**src/hdl/albi_pkg.sv**
```systemverilog
package albi_pkg;
	localparam int CLK_HZ         = 50_000_000;
	localparam int SER_BAUD       = 9600;
	localparam int SER_DIV        = CLK_HZ / SER_BAUD;
	localparam int FRAME_MS       = 50;
	localparam int FRAME_CYC      = CLK_HZ / 1000 * FRAME_MS;
	localparam int FRAMES_PER_SEC = 1000 / FRAME_MS;
	localparam int FRAMES_200MS   = 200 / FRAME_MS;
	localparam int A429_HI_BPS    = 100_000;
	localparam int A429_LO_BPS    = 12_500;
	localparam int BIT_HI_CYC     = CLK_HZ / A429_HI_BPS;
	localparam int BIT_LO_CYC     = CLK_HZ / A429_LO_BPS;
	localparam int WORD_BITS      = 32;
	localparam int GAP_BITS       = 4;

	localparam logic [7:0] REG_CTRL     = 8'h00;
	localparam logic [7:0] REG_STAT     = 8'h04;
	localparam logic [7:0] REG_SER_DATA = 8'h08;
	localparam logic [7:0] REG_SER_STAT = 8'h0c;
	localparam logic [7:0] REG_AIR_BASE = 8'h10;
	localparam logic [7:0] REG_TXW_BASE = 8'h40;
	localparam logic [7:0] REG_RXP_BASE = 8'h80;

	localparam int CTRL_W        = 13;
	localparam int CTRL_PROF_LSB = 0;
	localparam int CTRL_ADC2     = 2;
	localparam int CTRL_DEGR     = 3;
	localparam int CTRL_CPLR     = 4;
	localparam int CTRL_NAVINST  = 5;
	localparam int CTRL_RXHI_LSB = 6;
	localparam int CTRL_TXHI     = 10;
	localparam int CTRL_BACKCRS  = 11;
	localparam int CTRL_ALTENG   = 12;
	localparam logic [CTRL_W-1:0] CTRL_RST = 13'h0000;

	localparam logic [1:0] PROF_STD   = 2'h0;
	localparam logic [1:0] PROF_THIRD = 2'h2;
	localparam logic [7:0] STX        = 8'h02;
	localparam logic [7:0] ETX        = 8'h03;
	localparam logic [7:0] ITEM_TAG   = 8'h41;
	localparam logic [15:0] TURN_INVALID = 16'h8000;
	localparam int AIR_ITEMS = 5;
	localparam logic [2:0] ITEM_TURN = 3'h2;

	// received labels, data field offsets count from word bit 9
	localparam logic [7:0] LBL_HDR  = 8'h3c;
	localparam logic [7:0] LBL_MODE = 8'h3d;
	localparam logic [7:0] LBL_SRC  = 8'h40;
	localparam logic [7:0] LBL_TOFR = 8'hbd;
	localparam logic [7:0] LBL_FREQ = 8'h1c;
	localparam int RX_SLOTS    = 16;
	localparam int RX_NAV_BASE = 12;
	localparam logic [15:0][7:0] RX_LBL = {8'h92, 8'h7c, 8'h7b, 8'h1c, 8'hd7, 8'hd6, 8'hcb, 8'hca,
		8'haa, 8'ha9, 8'h51, 8'h67, 8'h4f, 8'h4e, 8'h4d, 8'h4c};
	localparam int B_HOLD = 0;
	localparam int B_SRC_LO = 3;
	localparam int B_SRC_HI = 4;
	localparam int B_LOCEN = 5;
	localparam int B_GPSNAV = 6;
	localparam int B_BACKCRS = 7;
	localparam int B_TO = 14;
	localparam int B_FROM = 15;
	localparam int B_ALTENG = 19;

	// transmit set, 50 ms labels first so their slots never move
	localparam int TX_N = 12;
	localparam int TX_IDX_DISC = 4;
	localparam logic [11:0][7:0] TX_LBL = {8'hec, 8'he8, 8'h84, 8'h83, 8'h40, 8'hd0, 8'hbf, 8'hb1,
		8'h9d, 8'h7c, 8'h7b, 8'h45};
	// period class per label: 0 = 50 ms, 1 = 200 ms, 2 = 1000 ms
	localparam logic [11:0][1:0] TX_CLS = 24'ha54000;
	localparam logic [11:0] TX_BASIC = 12'h3c0;

	typedef enum logic [1:0] {
		UP_IDLE = 2'b00,
		UP_HEAD = 2'b01,
		UP_BODY = 2'b10,
		UP_TAIL = 2'b11
	} albi_pkt_e;
endpackage

```
**src/hdl/albi_label_bus.sv**
```systemverilog
// Strobed register access and the register addresses were decided locally.
`timescale 1ns/1ps
module albi_label_bus #(
	parameter int SER_DIV_P   = albi_pkg::SER_DIV,
	parameter int FRAME_CYC_P = albi_pkg::FRAME_CYC
) (
	input  wire logic        clk,      // 50 MHz
	input  wire logic        rst_b,    // sync reset
	input  wire logic [7:0]  regAddr,  // byte address
	input  wire logic [31:0] regWdata, // write data
	input  wire logic        regWr,    // write strobe
	input  wire logic        regRd,    // read strobe
	output logic      [31:0] regRdata, // read data, next cycle
	input  wire logic        serRx,    // serial gps line
	output logic             serTx,    // serial air data line
	input  wire logic [3:0]  rxHi,     // 429 inputs, high leg
	input  wire logic [3:0]  rxLo,     // 429 inputs, low leg
	output logic             txHi,     // 429 output, high leg
	output logic             txLo      // 429 output, low leg
);
	import albi_pkg::*;

	typedef struct packed {
		logic [CTRL_W-1:0]  ctrl;
		logic [4:0][15:0]   air;
		logic [11:0][22:0]  txw;
		logic [15:0][22:0]  rxp;
		logic               holdMode, toFlag, fromFlag, devSrcNav, locEnergize;
		logic [7:0]         hdrCnt;
		logic [3:0][1:0]    pinS1, pinS2;
		logic [3:0][31:0]   rxSh;
		logic [3:0][5:0]    rxCnt;
		logic [3:0][12:0]   rxTmr;
		logic [3:0]         rxLvl, rxRdy;
		logic [3:0][31:0]   rxWord;
		logic               serS1, serS2;
		logic [15:0]        urTmr;
		logic [3:0]         urBit;
		logic [7:0]         urSh;
		logic               urBusy, inPkt;
		logic [1:0][7:0]    fifo;
		logic [1:0]         fifoCnt;
		logic               fifoRd, overrun;
		logic [7:0]         pktCnt;
		logic [15:0]        utTmr;
		logic [3:0]         utBit;
		logic [9:0]         utSh;
		logic               utBusy;
		albi_pkt_e          upSt;
		logic [2:0]         upItem;
		logic [1:0]         upPart;
		logic               serTxInv;
		logic [21:0]        frmTmr;
		logic [4:0]         frame;
		logic [11:0]        due;
		logic [31:0]        atSh;
		logic [5:0]         atBit;
		logic [12:0]        atTmr;
		logic               atBusy, txHi, txLo;
		logic [31:0]        rdata;
	} albi_state_s;

	albi_state_s q;
	albi_state_s d;

	always_comb begin
		logic [12:0] bitCyc;
		logic [1:0]  sel;
		logic [31:0] w;
		logic [7:0]  lbl, inByte, outByte;
		logic [22:0] data;
		logic [15:0] val;
		logic [2:0]  nxt;
		logic        found, isNav, gotByte, keep, pushOk, pop, tick, ldByte;
		{bitCyc, sel, w, lbl, inByte, outByte, data, val, nxt} = '0;
		{found, isNav, gotByte, keep, pushOk, pop, tick, ldByte} = '0;
		d = q;

		// 429 receivers: a bit is taken on each null-to-level change
		for (int p = 0; p < 4; p++) begin
			bitCyc = q.ctrl[CTRL_RXHI_LSB+p] ? 13'(BIT_HI_CYC) : 13'(BIT_LO_CYC);
			d.pinS1[p] = {rxHi[p], rxLo[p]};
			d.pinS2[p] = q.pinS1[p];
			if (q.pinS2[p][1] ^ q.pinS2[p][0]) begin
				d.rxTmr[p] = '0;
				if (!q.rxLvl[p]) begin
					d.rxLvl[p] = 1'b1;
					d.rxSh[p] = {q.pinS2[p][1], q.rxSh[p][31:1]};
					d.rxCnt[p] = q.rxCnt[p] + 6'd1;
					if (q.rxCnt[p] == 6'(WORD_BITS - 1)) begin
						d.rxCnt[p] = '0;
						d.rxWord[p] = {q.pinS2[p][1], q.rxSh[p][31:1]};
						d.rxRdy[p] = 1'b1;
					end
				end
			end else begin
				d.rxLvl[p] = 1'b0;
				if (q.rxTmr[p] != 13'h1fff)
					d.rxTmr[p] = q.rxTmr[p] + 13'd1;
				// a null longer than two bits is a word gap; resyncs a torn word
				if (q.rxTmr[p] > {bitCyc[11:0], 1'b0})
					d.rxCnt[p] = '0;
			end
		end

		// one finished word decoded per cycle; words are far apart, none waits long
		for (int p = 3; p >= 0; p--) begin
			if (q.rxRdy[p]) begin
				found = 1'b1;
				sel = 2'(p);
			end
		end
		w = q.rxWord[sel];
		for (int i = 0; i < 8; i++)
			lbl[7-i] = w[i];
		data = w[30:8];
		isNav = sel[1];
		if (found) begin
			d.rxRdy[sel] = 1'b0;
			// bad parity or unknown label leaves state alone
			if (^w) begin
				for (int s = 0; s < RX_SLOTS; s++)
					if (RX_LBL[s] == lbl && ((s >= RX_NAV_BASE) == isNav))
						d.rxp[s] = data;
				if (!isNav) begin
					if (lbl == LBL_HDR)
						d.hdrCnt = q.hdrCnt + 8'd1;
					if (lbl == LBL_MODE)
						d.holdMode = data[B_HOLD];
					if (lbl == LBL_SRC && q.ctrl[CTRL_NAVINST] && data[B_SRC_HI] != data[B_SRC_LO])
						d.devSrcNav = data[B_SRC_HI];
					if (lbl == LBL_TOFR) begin
						d.toFlag = data[B_TO];
						d.fromFlag = data[B_FROM];
					end
				end else if (lbl == LBL_FREQ) begin
					d.locEnergize = data[B_LOCEN];
				end
			end
		end

		// serial receiver, sampled mid-bit
		d.serS1 = serRx;
		d.serS2 = q.serS1;
		if (!q.urBusy) begin
			if (!q.serS2) begin
				d.urBusy = 1'b1;
				d.urTmr = 16'(SER_DIV_P / 2);
				d.urBit = '0;
			end
		end else if (q.urTmr != '0) begin
			d.urTmr = q.urTmr - 16'd1;
		end else begin
			d.urTmr = 16'(SER_DIV_P - 1);
			d.urBit = q.urBit + 4'd1;
			if (q.urBit == 4'd0 && q.serS2)
				d.urBusy = 1'b0;
			else if (q.urBit >= 4'd1 && q.urBit <= 4'd8)
				d.urSh = {q.serS2, q.urSh[7:1]};
			else if (q.urBit == 4'd9) begin
				d.urBusy = 1'b0;
				gotByte = q.serS2;
			end
		end

		// profile: standard is 7-bit framed, enhanced 8-bit framed, third passes all bytes
		inByte = (q.ctrl[1:0] == PROF_STD) ? {1'b0, q.urSh[6:0]} : q.urSh;
		if (gotByte) begin
			keep = q.inPkt || q.ctrl[1:0] == PROF_THIRD;
			if (q.urSh == STX)
				d.inPkt = 1'b1;
			if (q.urSh == ETX) begin
				d.inPkt = 1'b0;
				if (keep)
					d.pktCnt = q.pktCnt + 8'd1;
			end
		end
		// a byte arriving to a full buffer is lost and flagged; set beats clear
		pop = regRd && regAddr == REG_SER_DATA && q.fifoCnt != 2'd0;
		pushOk = keep && q.fifoCnt != 2'd2;
		if (pushOk)
			d.fifo[q.fifoRd ^ q.fifoCnt[0]] = inByte;
		d.fifoCnt = q.fifoCnt + {1'b0, pushOk} - {1'b0, pop};
		d.fifoRd = q.fifoRd ^ pop;
		d.overrun = (q.overrun && !(regRd && regAddr == REG_SER_STAT)) || (keep && !pushOk);

		// 50 ms frame clock drives both transmitters
		tick = q.frmTmr == 22'(FRAME_CYC_P - 1);
		d.frmTmr = tick ? '0 : q.frmTmr + 22'd1;
		if (tick)
			d.frame = (q.frame == 5'(FRAMES_PER_SEC - 1)) ? '0 : q.frame + 5'd1;

		// serial air data packet once a second
		if (tick && d.frame == '0 && q.upSt == UP_IDLE)
			d.upSt = UP_HEAD;
		val = q.air[q.upItem];
		// turn rate invalid in degraded mode
		if (q.upItem == ITEM_TURN && q.ctrl[CTRL_DEGR])
			val = TURN_INVALID;
		nxt = q.upItem + 3'd1;
		if (nxt == ITEM_TURN && q.ctrl[CTRL_ADC2])
			nxt = nxt + 3'd1;
		if (!q.utBusy) begin
			unique case (q.upSt)
				UP_IDLE: ;
				UP_HEAD: begin
					ldByte = 1'b1;
					outByte = STX;
					d.upSt = UP_BODY;
					d.upItem = '0;
					d.upPart = '0;
				end
				UP_BODY: begin
					ldByte = 1'b1;
					outByte = (q.upPart == 2'd0) ? ITEM_TAG + 8'(q.upItem) :
						(q.upPart == 2'd1) ? val[15:8] : val[7:0];
					d.upPart = (q.upPart == 2'd2) ? 2'd0 : q.upPart + 2'd1;
					if (q.upPart == 2'd2) begin
						d.upItem = nxt;
						if (nxt >= 3'(AIR_ITEMS))
							d.upSt = UP_TAIL;
					end
				end
				UP_TAIL: begin
					ldByte = 1'b1;
					outByte = ETX;
					d.upSt = UP_IDLE;
				end
			endcase
		end
		if (ldByte) begin
			d.utSh = {1'b1, outByte, 1'b0};
			d.utBusy = 1'b1;
			d.utBit = '0;
			d.utTmr = '0;
		end else if (q.utBusy) begin
			if (q.utTmr == 16'(SER_DIV_P - 1)) begin
				d.utTmr = '0;
				d.utSh = {1'b1, q.utSh[9:1]};
				d.utBit = q.utBit + 4'd1;
				if (q.utBit == 4'd9)
					d.utBusy = 1'b0;
			end else begin
				d.utTmr = q.utTmr + 16'd1;
			end
		end
		d.serTxInv = q.utBusy && !q.utSh[0];

		// 429 transmitter; lowest due index first keeps each label at a fixed offset
		bitCyc = q.ctrl[CTRL_TXHI] ? 13'(BIT_HI_CYC) : 13'(BIT_LO_CYC);
		if (!q.atBusy) begin
			for (int k = TX_N - 1; k >= 0; k--) begin
				if (q.due[k]) begin
					data = q.txw[k];
					if (k == TX_IDX_DISC) begin
						data[B_LOCEN] = q.locEnergize;
						data[B_GPSNAV] = q.devSrcNav;
						data[B_BACKCRS] = q.ctrl[CTRL_BACKCRS];
						data[B_ALTENG] = q.ctrl[CTRL_ALTENG];
					end
					for (int i = 0; i < 8; i++)
						w[i] = TX_LBL[k][7-i];
					w[30:8] = data;
					w[31] = ~^w[30:0];
					d.atSh = w;
					d.atBusy = 1'b1;
					d.atBit = '0;
					d.atTmr = '0;
					d.due = q.due & ~(12'h001 << k);
				end
			end
		end else if (q.atTmr < bitCyc - 13'd1) begin
			d.atTmr = q.atTmr + 13'd1;
		end else begin
			d.atTmr = '0;
			d.atBit = q.atBit + 6'd1;
			d.atSh = {1'b0, q.atSh[31:1]};
			if (q.atBit == 6'(WORD_BITS + GAP_BITS - 1))
				d.atBusy = 1'b0;
		end
		d.txHi = q.atBusy && q.atBit < 6'(WORD_BITS) && q.atTmr < {1'b0, bitCyc[12:1]} && q.atSh[0];
		d.txLo = q.atBusy && q.atBit < 6'(WORD_BITS) && q.atTmr < {1'b0, bitCyc[12:1]} && !q.atSh[0];
		// queue labels due in the frame now starting
		if (tick) begin
			for (int k = 0; k < TX_N; k++) begin
				if ((q.ctrl[CTRL_CPLR] || TX_BASIC[k]) && (TX_CLS[k] == 2'd0 ||
					(TX_CLS[k] == 2'd1 && d.frame % 5'(FRAMES_200MS) == 5'd0) ||
					(TX_CLS[k] == 2'd2 && d.frame == 5'd0)))
					d.due[k] = 1'b1;
			end
		end

		// register port
		if (regWr) begin
			if (regAddr == REG_CTRL)
				d.ctrl = regWdata[CTRL_W-1:0];
			for (int i = 0; i < AIR_ITEMS; i++)
				if (regAddr == REG_AIR_BASE + 8'(4 * i))
					d.air[i] = regWdata[15:0];
			for (int k = 0; k < TX_N; k++)
				if (regAddr == REG_TXW_BASE + 8'(4 * k))
					d.txw[k] = regWdata[22:0];
		end
		d.rdata = '0;
		if (regRd) begin
			if (regAddr == REG_CTRL)
				d.rdata = {19'h0, q.ctrl};
			if (regAddr == REG_STAT)
				d.rdata = {16'h0, q.hdrCnt, 3'h0, q.locEnergize, q.devSrcNav, q.fromFlag, q.toFlag, q.holdMode};
			if (regAddr == REG_SER_DATA)
				d.rdata = {23'h0, q.fifoCnt != 2'd0, q.fifo[q.fifoRd]};
			if (regAddr == REG_SER_STAT)
				d.rdata = {21'h0, q.overrun, q.fifoCnt, q.pktCnt};
			for (int i = 0; i < AIR_ITEMS; i++)
				if (regAddr == REG_AIR_BASE + 8'(4 * i))
					d.rdata = {16'h0, q.air[i]};
			for (int k = 0; k < TX_N; k++)
				if (regAddr == REG_TXW_BASE + 8'(4 * k))
					d.rdata = {9'h0, q.txw[k]};
			for (int s = 0; s < RX_SLOTS; s++)
				if (regAddr == REG_RXP_BASE + 8'(4 * s))
					d.rdata = {9'h0, q.rxp[s]};
		end
	end

	always_ff @(posedge clk) begin
		if (!rst_b) begin
			q <= '0;
			q.ctrl <= CTRL_RST;
			{q.serS1, q.serS2} <= 2'b11; // idle line level, no false start after reset
		end else begin
			q <= d;
		end
	end

	assign regRdata = q.rdata;
	assign serTx = ~q.serTxInv;
	assign txHi = q.txHi;
	assign txLo = q.txLo;
endmodule // albi_label_bus

```
**config.mk**
```make
export PLATFORM = sky130hd
export DESIGN_NAME = albi_label_bus
export DESIGN_NICKNAME = d
export VERILOG_FILES = /design/src/hdl/albi_pkg.sv /design/src/hdl/albi_label_bus.sv
export SDC_FILE = /design/constraint.sdc
export NUM_CORES = 2
export LEC_CHECK = 0
export ABC_AREA = 1
export BUFFER_PORTS_ARGS = -buffer_cell sky130_fd_sc_hd__buf_2
export CORE_ASPECT_RATIO = 1.5
export CORE_UTILIZATION = 35
export DETAILED_ROUTE_END_ITERATION = 12
export SYNTH_ARGS = -nofsm -noshare
export SYNTH_HDL_FRONTEND = slang
export SYNTH_SLANG_ARGS = --single-unit
```
**constraint.sdc**
```tcl
create_clock -name clk -period 4.93 [get_ports clk]
set_clock_uncertainty 0.1 [all_clocks]
set_input_delay 0.2465 -clock clk [delete_from_list [all_inputs] [get_ports clk]]
set_output_delay 0.2465 -clock clk [all_outputs]
set_load 0.01 [all_outputs]
```
-- After elaboration in Yosys (flattened, before gate mapping)
Cells that the tools add are included.
- bits in registers: 1330
- bits of input ports: 53
- output and inout bits: 35
- logic and storage cells: 573
- add/subtract/negate cells: 25
- magnitude comparators: 16
- eq/ne operators: 98
- muxes and demuxes: 170
- bitwise gates (word level): 19
- reductions and logical operators: 145
- operator list (operator ; count):
    2-to-1 mux 23 bit ; 36
    2-to-1 mux 64 bit ; 11
    XNOR reduction 31 bit ; 12
    equality test 8 bit, second input constant ; 17
    equality test 8 x 7 -> 1 bit, second input constant ; 13
    2-to-1 mux 52 bit ; 2
    2-to-1 mux 6 bit ; 16
    2-to-1 mux 12 bit ; 7
    2-to-1 mux 8 bit ; 9
    AND reduction 2 bit ; 33
    AND reduction 3 bit ; 22
    adder 13 x 1 -> 13 bit, second input constant ; 5
    binary-select mux 32 bit (select 2 bit) ; 1
    equality test 7 x 8 -> 1 bit, first input constant ; 8
    2-to-1 mux 16 bit ; 4
    equality test 8 bit, first input constant ; 7
    > comparator 13 bit ; 4
    2-to-1 mux 1 bit ; 52
    != test 13 bit, second input constant ; 4
    binary-select mux 16 bit (select 3 bit) ; 1
    equality test 8 x 5 -> 1 bit, second input constant ; 5
    2-to-1 mux 20 bit ; 2
    2-to-1 mux 13 bit ; 3
    logical AND 1 bit ; 38
    74 further kinds ; 161

-- Depth between registers and ports, before layout
- depth after elaboration: 38
- depth in mapped cells: 28

-- Worst setup path after synthesis
Ideal clock, no wire load.
- path type: reg2reg
- from: register q[352] in the netlist's numbering
- to: register q[584] in the netlist's numbering
- arrival time: 3.583 ns
- required time: 4.752 ns
- path slack: 1.169 ns
- stages on the path, launching flop included: 23
- path buffers: 5
- period minus slack after synthesis: 3.761 ns
- cells stage by stage: dfxtp_1 inv_2 nand2_2 nor2_1 nand2_2 buf_2 buf_2 o22ai_1 a221oi_1 ha_1 xnor2_1 xnor2_1 xor2_1 xor2_1 xnor2_1 and2_1 buf_4 buf_4 nand2_2 buf_4 nor3_2 a21oi_1 nor3_1
- cells in the longest elaborated chain, start to end: 5
- ends and longest elaborated chain (what ; line ; text):
    start, declared ; albi_label_bus.sv:63 ; albi_state_s q;
    2-to-1 mux 2 bit ; albi_label_bus.sv:108 ; if (q.rxRdy[p]) begin
    binary-select mux 32 bit (select 2 bit) ; albi_label_bus.sv:113 ; w = q.rxWord[sel];
    2-to-1 mux 32 bit (not written as such) ; albi_label_bus.sv:113 ;
    parity 32 bit / equality test 8 x 6 -> 1 bit (equally long branches) ; albi_label_bus.sv:121, albi_label_bus.sv:126 ;
    AND reduction 4 bit (no line) (*) ; - ;
Mark *: on every way between the ends. The rest lies on a longest branch, timed or not. The select of a mux whose other input is x is not followed.
A chain may end at the register's enable or synchronous reset.

-- Worst setup path after layout
- from: register q[352] in the netlist's numbering
- to: register q[626] in the netlist's numbering
- cells in the longest elaborated chain, start to end: 6
- ends and longest elaborated chain (what ; line ; text):
    2-to-1 mux 2 bit ; albi_label_bus.sv:108 ;
    binary-select mux 32 bit (select 2 bit) ; albi_label_bus.sv:113 ;
    2-to-1 mux 32 bit (not written as such) ; albi_label_bus.sv:113 ;
    equality test 7 x 8 -> 1 bit ; albi_label_bus.sv:123 ; if (RX_LBL[s] == lbl && ((s >= RX_NAV_BASE) == isNav))
    logical AND 1 bit ; albi_label_bus.sv:123 ;
    AND reduction 3 bit (no line) ; - ;
Several ways; a longest one is shown, not always the timed one. The select of a mux whose other input is x is not followed.

==> flow_metrics.py <==
metrics = {
    "run_status": {
        "status": "finished clean",
    },
    "sta": {
        "max_clock_freq_ghz": 0.2163,
        "rsz0062_at_grt": "no",
        "timing_max_transition_violations_final": 0,
        "tns_ns": 0,
        "setup_violation_total_in_the_final_timing_report": 0,
        "min_period_ns": 4.624,
        "post-route-period-util_pct": 93.80,
        "final_critical_path_setup_slack_ns": 0.3058,
        "worst_margin_pin_slew_ns": 1.316,
        "timing.final.hold_violations": 0,
        "timing.max_slew.rel_slack_pct": 12.24,
    },
    "drt": {
        "route.detailed.drc": 0,
        "dr.pass1.iters": 6,
        "route.vias.total": 57405,
        "final_antenna_net_count": 0,
        "route.final.wire_length_um": 198500,
        "wire_per_inst_um": 18.30,
        "drtIter0Drc": 4413,
        "via_per_inst": 5.292,
    },
    "place": {
        "placedCellCount": 10563,
        "gpl.final_weighted_congestion": 0.9289,
        "dp_worst_setup_slack_ns": 0.1035,
        "dp_hpwl_um": 139800,
        "numPortBuffers": 69,
    },
    "setup_path": {
        "cp_capture_type": "register",
        "critical_path_arrival_ns": 5.20,
        "required_ns": 5.50,
        "worst-path-buf-inv": 4,
        "kind_of_cell_with_the_highest_combined_delay_on_the_critical_path": "XOR/XNOR gates",
        "start_kind": "register",
        "worst-setup-path-type": "reg -> reg",
        "path_max_fanout": 29,
        "cp_cell_sequence": "inv_2 -> nand2_2 -> nor2_1 -> nand2_2 -> buf_4 -> o22ai_1 -> a221oi_2 -> xnor2_1 -> xnor2_1 -> xnor2_1 -> xnor2_1 -> xnor2_2 -> nand2_1 -> nor2_1 -> buf_4 -> nand2_1 -> buf_4 -> o21ai_0 -> a21oi_1",
        "timing.critical_path.slowest_stage_cell": "sky130_fd_sc_hd__dfxtp_1",
        "critical-path-max-stage-delay_ns": 0.45,
        "timing.critical_path.mode_cell": "sky130_fd_sc_hd__xnor2_1",
    },
    "die": {
        "die-area_um2": 178600,
        "floorplan.die.height_um": 517.1,
        "core-area_um2": 175200,
        "rows": 188,
        "initial_utilization_pct": 35.33,
        "i_o_pins": 88,
        "die_w_um": 345.4,
    },
    "hold_path": {
        "timing.hold.worst.class": "in -> reg",
    },
    "logic_synthesis": {
        "synth_area_per_cell_um2": 7.178,
        "ys_top_cells_by_area": "sky130_fd_sc_hd__dfxtp_1 (43%), sky130_fd_sc_hd__a21oi_1 (9.6%), sky130_fd_sc_hd__nand2_1 (8.2%), sky130_fd_sc_hd__o21ai_0 (6.9%), sky130_fd_sc_hd__inv_1 (5.8%)",
        "netlist.area_leader.share_pct": 42.59,
        "yosysWarningCount": 0,
        "synth_seq_area_share_pct": 42.59,
        "synth_cell_types": 56,
        "synth_ff_type": "sky130_fd_sc_hd__dfxtp_1",
        "synth_seq_cells": 1317,
        "synth_most_common_cell": "sky130_fd_sc_hd__nand2_1",
        "yosys.area.top_type": "sky130_fd_sc_hd__dfxtp_1",
        "asyncSetResetFlopFracSynth_pct": 0,
        "leading_cell_types_by_count_after_synthesis": "sky130_fd_sc_hd__nand2_1 (1351), sky130_fd_sc_hd__dfxtp_1 (1317), sky130_fd_sc_hd__a21oi_1 (1182), sky130_fd_sc_hd__inv_1 (960), sky130_fd_sc_hd__o21ai_0 (852)",
        "synth_cells": 8625,
        "netlist_area_um2": 61910,
        "synth_enable_flop_cells": 0,
    },
    "clock_network": {
        "cts_made_buffers": 136,
        "root_buffer": "sky130_fd_sc_hd__clkbuf_16",
        "h-tree-depth": 4,
        "clkTransAtPathRegs_ns": 0.06,
        "clock_tree.buffer_depth": 3,
        "cts_tree": "done",
        "clk_latency_ns": 0.81,
        "tritoncts_num_sinks": 1317,
    },
    "grt": {
        "grt_pass1_vias": 54127,
        "wire_length_of_the_first_global_routing_pass_um": 305300,
        "pin_count_of_the_biggest_net_entering_global_routing": 218,
        "global_route.usage.total_pct": 21.45,
        "globalRouteOverflowTotal": 0,
        "antenna_found_initial": 8,
    },
    "run": {
        "maxCapViolations": 0,
    },
    "power_and_ir_drop": {
        "vdd.ir_drop.worst_uv": 389.7,
        "cellPowerDensity_nw_per_um2": 328.6,
        "power_uw": 22790,
        "power.leakage_uw": 0.02477,
    },
    "cells_and_area": {
        "fin_cells": 10848,
        "layout-area-overhead-vs-synth_pct": 12.02,
        "finalNetCount": 8595,
        "post_route_cells_drive_above_1_share_pct": 5.968,
    },
}
layout make-up:
cell class | instances | area, um2
antenna | 5 | 12.51
timing repair buffer | 265 | 2044
sequential | 1317 | 26370
fill | 17968 | 105900
clock buffer | 198 | 3906
tap | 2280 | 2853
clock inverter | 46 | 885.9
multi-input combinational | 5754 | 29590
inverter | 983 | 3697
where the power goes:
part / switching (uW) / internal (uW)
Combinational: 655 / 249
Sequential: 77.2 / 10700
Clock: 4720 / 6340
Total: 5450 / 17300
cells by family after synthesis:
group	synth area share (%)
buffers and inverters	9.785
AO/OA/AOI/OAI	22.10
adder cells (fa/ha/maj)	1.718
flip-flops	42.59
other	0.006057
XOR/XNOR	4.583
AND/OR/NAND/NOR	19.22
worst min-delay path: stages:
cell	delay, ns
sky130_fd_sc_hd__dlygate4sd3_1	0.51
sky130_fd_sc_hd__buf_2	0.10
sky130_fd_sc_hd__nand2_1	0.05
sky130_fd_sc_hd__inv_1	0.04
stage by stage:
| step | area [um2] | util (%) | hold slack, ns |
|---|---|---|---|
| after floorplan | 61940 | - | 0.2441 |
| after global placement | 64180 | 36.62 | 0.2987 |
| after detailed placement | 64180 | 36.62 | 0.3008 |
| after CTS | 69330 | 39.56 | 0.003528 |
| after global routing | 69350 | 39.57 | 0.04273 |
| final | 69360 | 39.58 | 0.05735 |
layout by cell type, fill, tap and decap left out, types with 32 or more instances in the layout:
cell type / netlist / routed
sky130_fd_sc_hd__a31oi_1: 45 / 45
sky130_fd_sc_hd__ha_1: 85 / 85
sky130_fd_sc_hd__clkbuf_1: 473 / 35
sky130_fd_sc_hd__buf_2: 42 / 67
sky130_fd_sc_hd__o22ai_1: 60 / 60
sky130_fd_sc_hd__dfxtp_1: 1317 / 1317
sky130_fd_sc_hd__inv_1: 960 / 959
sky130_fd_sc_hd__o21ai_0: 852 / 852
sky130_fd_sc_hd__o211ai_1: 96 / 96
sky130_fd_sc_hd__clkbuf_16: 0 / 136
sky130_fd_sc_hd__o21ai_1: 137 / 137
sky130_fd_sc_hd__a21oi_1: 1182 / 1182
sky130_fd_sc_hd__nand3_1: 465 / 465
sky130_fd_sc_hd__o221ai_1: 32 / 32
sky130_fd_sc_hd__nand4_1: 161 / 161
sky130_fd_sc_hd__nor2_1: 637 / 624
sky130_fd_sc_hd__nor3_1: 108 / 106
sky130_fd_sc_hd__xor2_1: 104 / 104
sky130_fd_sc_hd__buf_4: 38 / 151
sky130_fd_sc_hd__dlygate4sd3_1: 0 / 36
sky130_fd_sc_hd__xnor2_1: 220 / 219
sky130_fd_sc_hd__nand2_1: 1351 / 1349
final timing paths:
kind	start	end	slack, ns	cells after the start
setup / recovery	q[352]	q[626]	0.31	19
hold / removal	rxHi[3]	d[571]	0.06	4
setup reg to reg	q[352]	q[626]	0.31	19
hold reg to reg	d[568]	q[568]	0.29	2
sequential cells by signal (all words and copies together) (netlist names):
register	cells
txLo	1
regRdata	23
q	1283
d	9
txHi	1
metal layers:
layer  up-vias  part of all wire (%)  GRT usage (%)  wire (um)
met5         -                 0.019              0         38
met4         6                   5.6          12.13      11090
met2      1648                    50          38.95      99450
li1      28324                     -              -          -
met3       515                   4.5          2.655       8934
met1     26912                    40          24.16      79030
what timing repair did:
action / in CTS / in global routing
hold endpoints to repair: 379 / 0
setup buffers: 0 / 0
resized for setup: 0 / 2
endpoints found under the setup margin: 0 / 192
hold buffers: 36 / 0
Note: power is estimated with default switching activity, not from simulation.
